**src/rtl/psm_defs.svh**
```systemverilog
`ifndef PSM_DEFS_SVH
`define PSM_DEFS_SVH

// Frame layout
`define PSM_FRAME_BITS    6'd33
`define PSM_CHAR_BITS     11
`define PSM_PKT_BITS      33
`define PSM_TX_BITS       4'd11
`define PSM_PAR_IDX       4'd9
// Inhibit hold: longer than one link clock period (125 ns link, margin)
`define PSM_INHIBIT_NS    200000
`define PSM_CLK_NS        5
`define PSM_INHIBIT_CYC   (`PSM_INHIBIT_NS / `PSM_CLK_NS)
// One link clock period, the floor that any inhibit must exceed
`define PSM_LINK_PER_NS   125
`define PSM_LINK_PER_CYC  (`PSM_LINK_PER_NS / `PSM_CLK_NS)
// Request hold with data low before clock release
`define PSM_REQ_NS        1000
`define PSM_REQ_CYC       (`PSM_REQ_NS / `PSM_CLK_NS)
// Receive watchdog: a frame stalled this long is dropped
`define PSM_RXTO_NS       2000000
`define PSM_RXTO_CYC      (`PSM_RXTO_NS / `PSM_CLK_NS)
`define PSM_CNT_ZERO      20'h00000

`endif

```
**src/rtl/psm_pkg.sv**
```systemverilog
package psm_pkg;
    typedef enum logic [2:0] {
        PSM_IDLE    = 3'b000,
        PSM_INHIBIT = 3'b001,
        PSM_REQUEST = 3'b011,
        PSM_SHIFT   = 3'b010,
        PSM_RELEASE = 3'b110,
        PSM_ACK     = 3'b111
    } psm_tx_state_t;
    typedef logic [7:0] psm_byte_t;
endpackage

```
**src/rtl/psm_mouse_host.sv**
```systemverilog
`include "psm_defs.svh"

// Operation
// - The link is one clock line and one data line, each driven open-drain by both ends.
// - Each character is a zero start bit, eight data bits LSB first, odd parity, stop one.
// - Incoming data is sampled on each falling edge of the mouse clock.
// - A 33-bit shift register takes one bit per sampled falling edge.
// - Link clock and data pass a two-flop synchroniser before any logic reads them.
// - A send starts by holding clock low longer than one link clock period.
// - Data is pulled low while clock is still low, then clock is released.
// - The rising edge from that release is the start bit's sampling point.
// - A send is 12 bits: start, eight data, odd parity, stop, and mouse acknowledge.
// - After parity the data line is released for stop and acknowledge.
module psm_mouse_host
    import psm_pkg::*;
#(
    parameter int INHIBIT_CYC = `PSM_INHIBIT_CYC,
    parameter int RXTO_CYC    = `PSM_RXTO_CYC
) (
    // System
    input  wire logic       clk,
    input  wire logic       sys_rst,
    // Link clock pin
    input  wire logic       linkClkIn,
    output logic            linkClkOut,
    output logic            linkClkOe,
    // Link data pin
    input  wire logic       linkDatIn,
    output logic            linkDatOut,
    output logic            linkDatOe,
    // Command to send
    input  wire psm_pkg::psm_byte_t cmdByte,
    input  wire logic       cmdValid,
    output logic            cmdReady,
    // Send result
    output logic            txDone,
    output logic            txAckOk,
    // Received packet
    output psm_pkg::psm_byte_t pktByte0,
    output psm_pkg::psm_byte_t pktByte1,
    output psm_pkg::psm_byte_t pktByte2,
    output logic            pktErr,
    output logic            pktValid,
    input  wire logic       pktReady
);
    import psm_pkg::*;

    logic [1:0]  clkSync_r;
    logic [1:0]  datSync_r;
    logic        clkPrev_r;
    logic        fallW;
    logic        riseW;
    logic [32:0] rxShift_r;
    logic [5:0]  rxCnt_r;
    logic [19:0] rxTo_r;
    logic        rxDoneW;
    logic [24:0] rxWordW;
    logic        bufReady;
    logic [24:0] bufData;
    logic        bufValid;
    psm_tx_state_t txState_r;
    logic [19:0] txCnt_r;
    logic [9:0]  txShift_r;
    logic [3:0]  txBit_r;
    logic [19:0] inhibLen_r;

    // Odd parity over a byte: bit is set when the byte has even ones
    function automatic logic oddPar(input logic [7:0] b);
        return ~^b;
    endfunction

    // Character check: start zero, odd parity over data+parity, stop one
    function automatic logic charBad(input logic [10:0] c);
        return c[0] || !c[10] || (oddPar(c[8:1]) != c[9]);
    endfunction

    // Two-flop synchroniser; stage 0 feeds only stage 1
    always_ff @(posedge clk) begin
        if (sys_rst) begin
            clkSync_r <= 2'b11;
            datSync_r <= 2'b11;
            clkPrev_r <= 1'b1;
        end else begin
            clkSync_r <= {clkSync_r[0], linkClkIn};
            datSync_r <= {datSync_r[0], linkDatIn};
            clkPrev_r <= clkSync_r[1];
        end
    end
    assign fallW = clkPrev_r && !clkSync_r[1];
    assign riseW = !clkPrev_r && clkSync_r[1];

    // Receive shifter; new bits enter at top so first bit ends at bit 0
    always_ff @(posedge clk) begin
        if (sys_rst || txState_r != PSM_IDLE || rxTo_r == RXTO_CYC[19:0]) begin
            rxShift_r <= '0;
            rxCnt_r   <= 6'h00;
        end else if (rxDoneW) begin
            rxCnt_r   <= 6'h00;
        end else if (fallW && rxCnt_r != `PSM_FRAME_BITS) begin
            // A full shifter waiting on the buffer must not shift past 33
            rxShift_r <= {datSync_r[1], rxShift_r[32:1]};
            rxCnt_r   <= rxCnt_r + 6'h01;
        end
    end
    // Stalled-frame watchdog; the link clock may stop mid-frame
    always_ff @(posedge clk) begin
        if (sys_rst || rxCnt_r == 6'h00 || fallW) begin
            rxTo_r <= `PSM_CNT_ZERO;
        end else begin
            rxTo_r <= rxTo_r + 20'h00001;
        end
    end
    // Packet complete; the buffer absorbs receiver stalls
    assign rxDoneW = rxCnt_r == `PSM_FRAME_BITS && bufReady;
    assign rxWordW = {charBad(rxShift_r[32:22]) || charBad(rxShift_r[21:11])
                          || charBad(rxShift_r[10:0]),
                      rxShift_r[30:23], rxShift_r[19:12], rxShift_r[8:1]};

    psm_skid_buf #(
        .WIDTH(25)
    ) u_buf (
        .clk      (clk),
        .sys_rst  (sys_rst),
        .inData   (rxWordW),
        .inValid  (rxCnt_r == `PSM_FRAME_BITS),
        .inReady  (bufReady),
        .outData  (bufData),
        .outValid (bufValid),
        .outReady (pktReady && pktValid)
    );

    // Packet outputs registered from the buffer head
    always_ff @(posedge clk) begin
        if (sys_rst) begin
            pktValid <= 1'b0;
            pktErr   <= 1'b0;
            pktByte0 <= 8'h00;
            pktByte1 <= 8'h00;
            pktByte2 <= 8'h00;
        end else begin
            pktValid <= bufValid && !(pktReady && pktValid);
            pktErr   <= bufData[24];
            pktByte2 <= bufData[23:16];
            pktByte1 <= bufData[15:8];
            pktByte0 <= bufData[7:0];
        end
    end

    // Send sequencer: inhibit, request, shift, release, acknowledge
    always_ff @(posedge clk) begin
        if (sys_rst) begin
            txState_r  <= PSM_IDLE;
            txCnt_r    <= `PSM_CNT_ZERO;
            txShift_r  <= 10'h3ff;
            txBit_r    <= 4'h0;
            linkClkOe  <= 1'b0;
            linkDatOe  <= 1'b0;
            cmdReady   <= 1'b0;
            txDone     <= 1'b0;
            txAckOk    <= 1'b0;
        end else begin
            txDone   <= 1'b0;
            cmdReady <= 1'b0;
            txCnt_r  <= txCnt_r + 20'h00001;
            case (txState_r)
                PSM_IDLE: begin
                    if (cmdValid && !cmdReady) begin
                        // Aborts any frame under way
                        txShift_r <= {1'b1, oddPar(cmdByte), cmdByte};
                        cmdReady  <= 1'b1;
                        linkClkOe <= 1'b1;
                        txCnt_r   <= `PSM_CNT_ZERO;
                        txState_r <= PSM_INHIBIT;
                    end
                end
                PSM_INHIBIT: begin
                    if (txCnt_r == INHIBIT_CYC[19:0]) begin
                        linkDatOe <= 1'b1;
                        txCnt_r   <= `PSM_CNT_ZERO;
                        txState_r <= PSM_REQUEST;
                    end
                end
                PSM_REQUEST: begin
                    if (txCnt_r == 20'(`PSM_REQ_CYC)) begin
                        linkClkOe <= 1'b0;
                        txBit_r   <= 4'h0;
                        txState_r <= PSM_SHIFT;
                    end
                end
                PSM_SHIFT: begin
                    // Mouse clocks the bits; we only change data after its fall
                    if (fallW) begin
                        linkDatOe <= !txShift_r[0];
                        txShift_r <= {1'b1, txShift_r[9:1]};
                        txBit_r   <= txBit_r + 4'h1;
                        if (txBit_r == `PSM_PAR_IDX) begin
                            linkDatOe <= 1'b0;
                            txState_r <= PSM_RELEASE;
                        end
                    end
                end
                PSM_RELEASE: begin
                    // Stop bit clocked; ack bit follows
                    if (fallW) begin
                        txState_r <= PSM_ACK;
                    end
                end
                PSM_ACK: begin
                    if (fallW) begin
                        txAckOk   <= !datSync_r[1];
                        txDone    <= 1'b1;
                        txState_r <= PSM_IDLE;
                    end
                end
                default: txState_r <= PSM_IDLE;
            endcase
        end
    end
    // Open-drain: only ever drive low
    assign linkClkOut = 1'b0;
    assign linkDatOut = 1'b0;

    // Inhibit length seen on the pins; saturates so a long hold never wraps
    always_ff @(posedge clk) begin
        if (sys_rst || !linkClkOe) begin
            inhibLen_r <= `PSM_CNT_ZERO;
        end else if (!linkDatOe && inhibLen_r != '1) begin
            inhibLen_r <= inhibLen_r + 20'h00001;
        end
    end
endmodule

```
**src/rtl/psm_skid_buf.sv**
```systemverilog
// Two-entry buffer with valid/ready on both sides
module psm_skid_buf #(
    parameter int WIDTH = 25
) (
    // Clock and reset
    input  wire logic             clk,
    input  wire logic             sys_rst,
    // Fill side
    input  wire logic [WIDTH-1:0] inData,
    input  wire logic             inValid,
    output logic                  inReady,
    // Drain side
    output logic      [WIDTH-1:0] outData,
    output logic                  outValid,
    input  wire logic             outReady
);
    logic [WIDTH-1:0] mem0_r;
    logic [WIDTH-1:0] mem1_r;
    logic [1:0]       count_r;
    logic             pushW;
    logic             popW;

    assign pushW = inValid && inReady;
    assign popW  = outValid && outReady;

    // Occupancy; ready reflects true space so back-pressure reaches source
    always_ff @(posedge clk) begin
        if (sys_rst) begin
            count_r  <= 2'h0;
            inReady  <= 1'b1;
            outValid <= 1'b0;
        end else begin
            case ({pushW, popW})
                2'b10: count_r <= count_r + 2'h1;
                2'b01: count_r <= count_r - 2'h1;
                default: count_r <= count_r;
            endcase
            inReady  <= (count_r - {1'b0, popW} + {1'b0, pushW}) != 2'h2;
            outValid <= (count_r - {1'b0, popW} + {1'b0, pushW}) != 2'h0;
        end
    end

    // Entry 0 is head; registered output
    always_ff @(posedge clk) begin
        if (sys_rst) begin
            mem0_r <= '0;
            mem1_r <= '0;
        end else begin
            if (popW) begin
                mem0_r <= (count_r == 2'h2) ? mem1_r : inData;
            end else if (pushW && count_r == 2'h0) begin
                mem0_r <= inData;
            end
            if (pushW && ((count_r == 2'h1 && !popW) || (count_r == 2'h2))) begin
                mem1_r <= inData;
            end
        end
    end
    assign outData = mem0_r;
endmodule

```
**config.mk**
```make
export PLATFORM = sky130hd
export DESIGN_NAME = psm_mouse_host
export DESIGN_NICKNAME = d
export VERILOG_FILES = /design/src/rtl/psm_pkg.sv /design/src/rtl/psm_mouse_host.sv /design/src/rtl/psm_skid_buf.sv
export VERILOG_INCLUDE_DIRS = /design/src /design/src/rtl
export SDC_FILE = /design/constraint.sdc
export NUM_CORES = 1
export LEC_CHECK = 0
export BUFFER_PORTS_ARGS = -buffer_cell sky130_fd_sc_hd__buf_2
export CORE_ASPECT_RATIO = 0.8
export CORE_MARGIN = 3
export CORE_UTILIZATION = 45
export DETAILED_ROUTE_END_ITERATION = 16
export SYNTH_ARGS = -nofsm -noshare
export SYNTH_HDL_FRONTEND = slang
export SYNTH_SLANG_ARGS = --single-unit
```
**constraint.sdc**
```tcl
create_clock -name clk -period 2.06 [get_ports clk]
set_clock_uncertainty 0.15 [all_clocks]
set_input_delay 0.103 -clock clk [delete_from_list [all_inputs] [get_ports clk]]
set_output_delay 0.103 -clock clk [all_outputs]
set_load 0.02 [all_outputs]
```
==> impl_metrics.toml <==
[status]
status = "finished, final reports clean"

[timing]
finalHoldViolCount = 0
finalSetupViolations = 0
post-route-min-period_ns = 1.98
worst_pin_slew_ns = 0.840
fin_setup_tns_ns = 0
fin_crit_sh_pct = 96.0
rsz0062_at_grt = "false"
slew_violations = 0
setup_ws_ns = 0.0827
maxSlewHeadroom_pct = 44.0
fmax_mhz = 506

[floorplan]
die_x_microns = 153
die_h_microns = 123
start_util_pct = 46.3
core_area_sq_um = 16700
rows = 42
dieArea_sq_um = 18800
pin_count = 47

[logic_synthesis]
synth_edf_count = 0
yosys_warnings = 0
ys_seq_elements = 185
syn_inst = 904
synth.distinct_cells = 57
ys_seq_area_share_pct = 47.9
avgSynthCellArea_sq_um = 8.55
syn_area_sq_um = 7730
postSynth.asyncResetShare_pct = 0
synthFlopType = "dfxtp_1"

[cells_and_area]
nNetsFinal = 995
area_growth_syn_to_layout_pct = 18.2
insertedDiodeCount = 0
nFillCells = 1540
drive_gt1_share_pct = 14.3
finish.instance_area_sq_um = 9140

[power_and_ir_drop]
p_leak_nw = 3.27
power_density_nw_per_um2 = 807
vdd_drop_max_mv = 0.438

[global_route]
grt_max_degree = 75
grt_pass1_vias = 5360
grt.total_usage_pct = 18.1
grt_pass1_wl_microns = 27700
grt-ovfl-total = 0
grt_antenna_before_repair = 0

[placed_design]
numPortBuffers = 44
place_ws_ns = 0.0921
hpwl_microns = 10900
placed_area_sq_um = 8380
place_congestion = 0.822

[worst_setup_path]
path_delay_family = "simple AND/OR/NAND/NOR gates"
cp_num_cells = 5
crit_arrival_ns = 2.18
cpPeakStageDelay_ns = 0.41
crit_path_top_delay_cell = "nor3_1"
critPathRequiredTime_ns = 2.26
worst_setup_path_end_kind = "flop"
ff2ff_path_depth = 5
cp-start-kind = "flop"
critical_path_class = "reg -> reg"
critPathBufInv = 1
worstPathMaxFanout = 33
critical_path.cell_chain = "or2_2 -> nor3_1 -> o21ai_2 -> buf_4 -> a21oi_1"

[clocking]
htree_levels = 4
cts_tree = "done"
clock_latency_ns = 0.43
numCtsBuffers = 17
clk_path_buf_depth = 2
clock-sinks = 185
cts_root_buf = "clkbuf_16"
clk_pin_slew_ns = 0.07

[run]
cap_violations = 0

[routing]
wl_per_cell_microns = 13.8
drt_pass1_iterations = 5
via_per_inst = 5.05
antenna_left = 0
drt_iter0_markers = 416
dr_total_vias = 6060
wl_microns = 16600
drcViolationCount = 0

[hold_path]
hold_depth = 3
hold_class = "in -> reg"
[area by class of cell]
class	count	area, sq um	share of cell area [%]
multi-input cells	646	3710	40.6
flip-flops and latches	185	3700	40.5
repair buffers	99	778	8.52
clock buffers	20	437	4.78
well taps	220	275	3.01
clock inverters	12	166	1.82
inverters	17	66.3	0.726
[layer usage]
layer | global-route usage (%) | vias up | share of wire [%]
met4 | 4.17 | 0 | 0.61
met5 | 0 | - | 0
met3 | 5.04 | 8 | 4.5
li1 | - | 3168 | -
met2 | 25.1 | 111 | 40
met1 | 27.6 | 2773 | 55
[worst paths after layout]
check	to	slack (ns)	start
setup / recovery	rxShift_r[24]	0.08	txState_r[2]
hold / removal	pktByte0[1]	0.04	sys_rst
setup reg to reg	rxShift_r[24]	0.08	txState_r[2]
hold reg to reg	datSync_r[1]	0.26	datSync_r[0]
[metrics by stage]
step | std cells | util (%) | total power [mW] | hold slack [ns]
5_1_grt | 1199 | 54.7 | 7.66 | 0.0473
6_report | 1199 | 54.7 | 7.38 | 0.0396
3_5_place_dp | 1152 | 50.2 | 4.10 | 0.145
4_1_cts | 1196 | 54.5 | 7.45 | 0.0318
3_3_place_gp | 1152 | 50.2 | 4.10 | 0.147
2_1_floorplan | 905 | - | 3.99 | 0.0502
[placed cells by master (no fill, tap or decap), types with 8 or more instances in the layout]
cell type and n:
a311oi_1 25, or2_2 9, xor2_1 33, buf_2 43, dfxtp_1 185, nor2b_1 28
a31oi_1 10, inv_1 16, ha_1 14, nand2_1 178, nand3_1 44, a21oi_1 68
buf_12 9, clkbuf_16 17, dlygate4sd3_1 12, buf_4 35, xnor2_1 35, nand4_1 15
nor3_1 15, o21ai_0 8, nor2_1 91
[worst register-to-register path, delay by kind of cell, from the launching register on]
family | cells | cell delay, ns
AO/OA/AOI/OAI | 2 | 0.31
buffers and inverters | 1 | 0.27
flip-flops | 1 | 0.39
AND/OR/NAND/NOR | 2 | 0.79
[state kept, by name, indices dropped and copies added (netlist names), 2 cells and up]
register       flops
txState_r          3
rxTo_r            20
rxCnt_r            6
pktByte1           8
datSync_r          2
txCnt_r           20
rxShift_r         33
clkSync_r          2
u_buf.outData     25
u_buf.count_r      2
pktByte2           8
u_buf.mem1_r      25
txShift_r          9
pktByte0           8
txBit_r            4
[cells by family after synthesis]
| group | Yosys count | synth area share [%] |
|---|---|---|
| fa+ha+maj | 15 | 2.43 |
| flops | 185 | 47.9 |
| compound gates | 128 | 10.5 |
| simple gates | 430 | 26.2 |
| xor+xnor | 71 | 8.58 |
| buf+inv | 74 | 4.39 |
| other cells | 1 | 0.0485 |
[timing repair]
| item | 4_1_cts | 5_1_grt |
|---|---|---|
| resized for setup | 0 | 3 |
| endpoints found under the hold margin | 12 | 0 |
| setup buffers | 0 | 3 |
| hold buffers | 12 | 0 |
| endpoints found under the setup margin | 0 | 32 |
[power breakdown]
group | total (mW) | internal [mW] | switching, mW
logic | 0.390 | 0.156 | 0.235
clock network | 3.34 | 1.93 | 1.40
registers | 3.65 | 3.62 | 0.0319
[synthesized netlist by cell type, types with 15 or more instances]
cell type	number	area, sq um
dfxtp_1	185	3700
a21oi_1	68	340
nand2_1	178	668
xor2_1	33	289
nand3_1	44	220
ha_1	15	188
nor2_1	91	342
nor2b_1	28	175
a311oi_1	25	219
clkbuf_1	34	128
xnor2_1	35	307
nand4_1	15	93.8
nor3_1	15	75.1
inv_1	16	60.1
(Power assumes the default switching activity.)
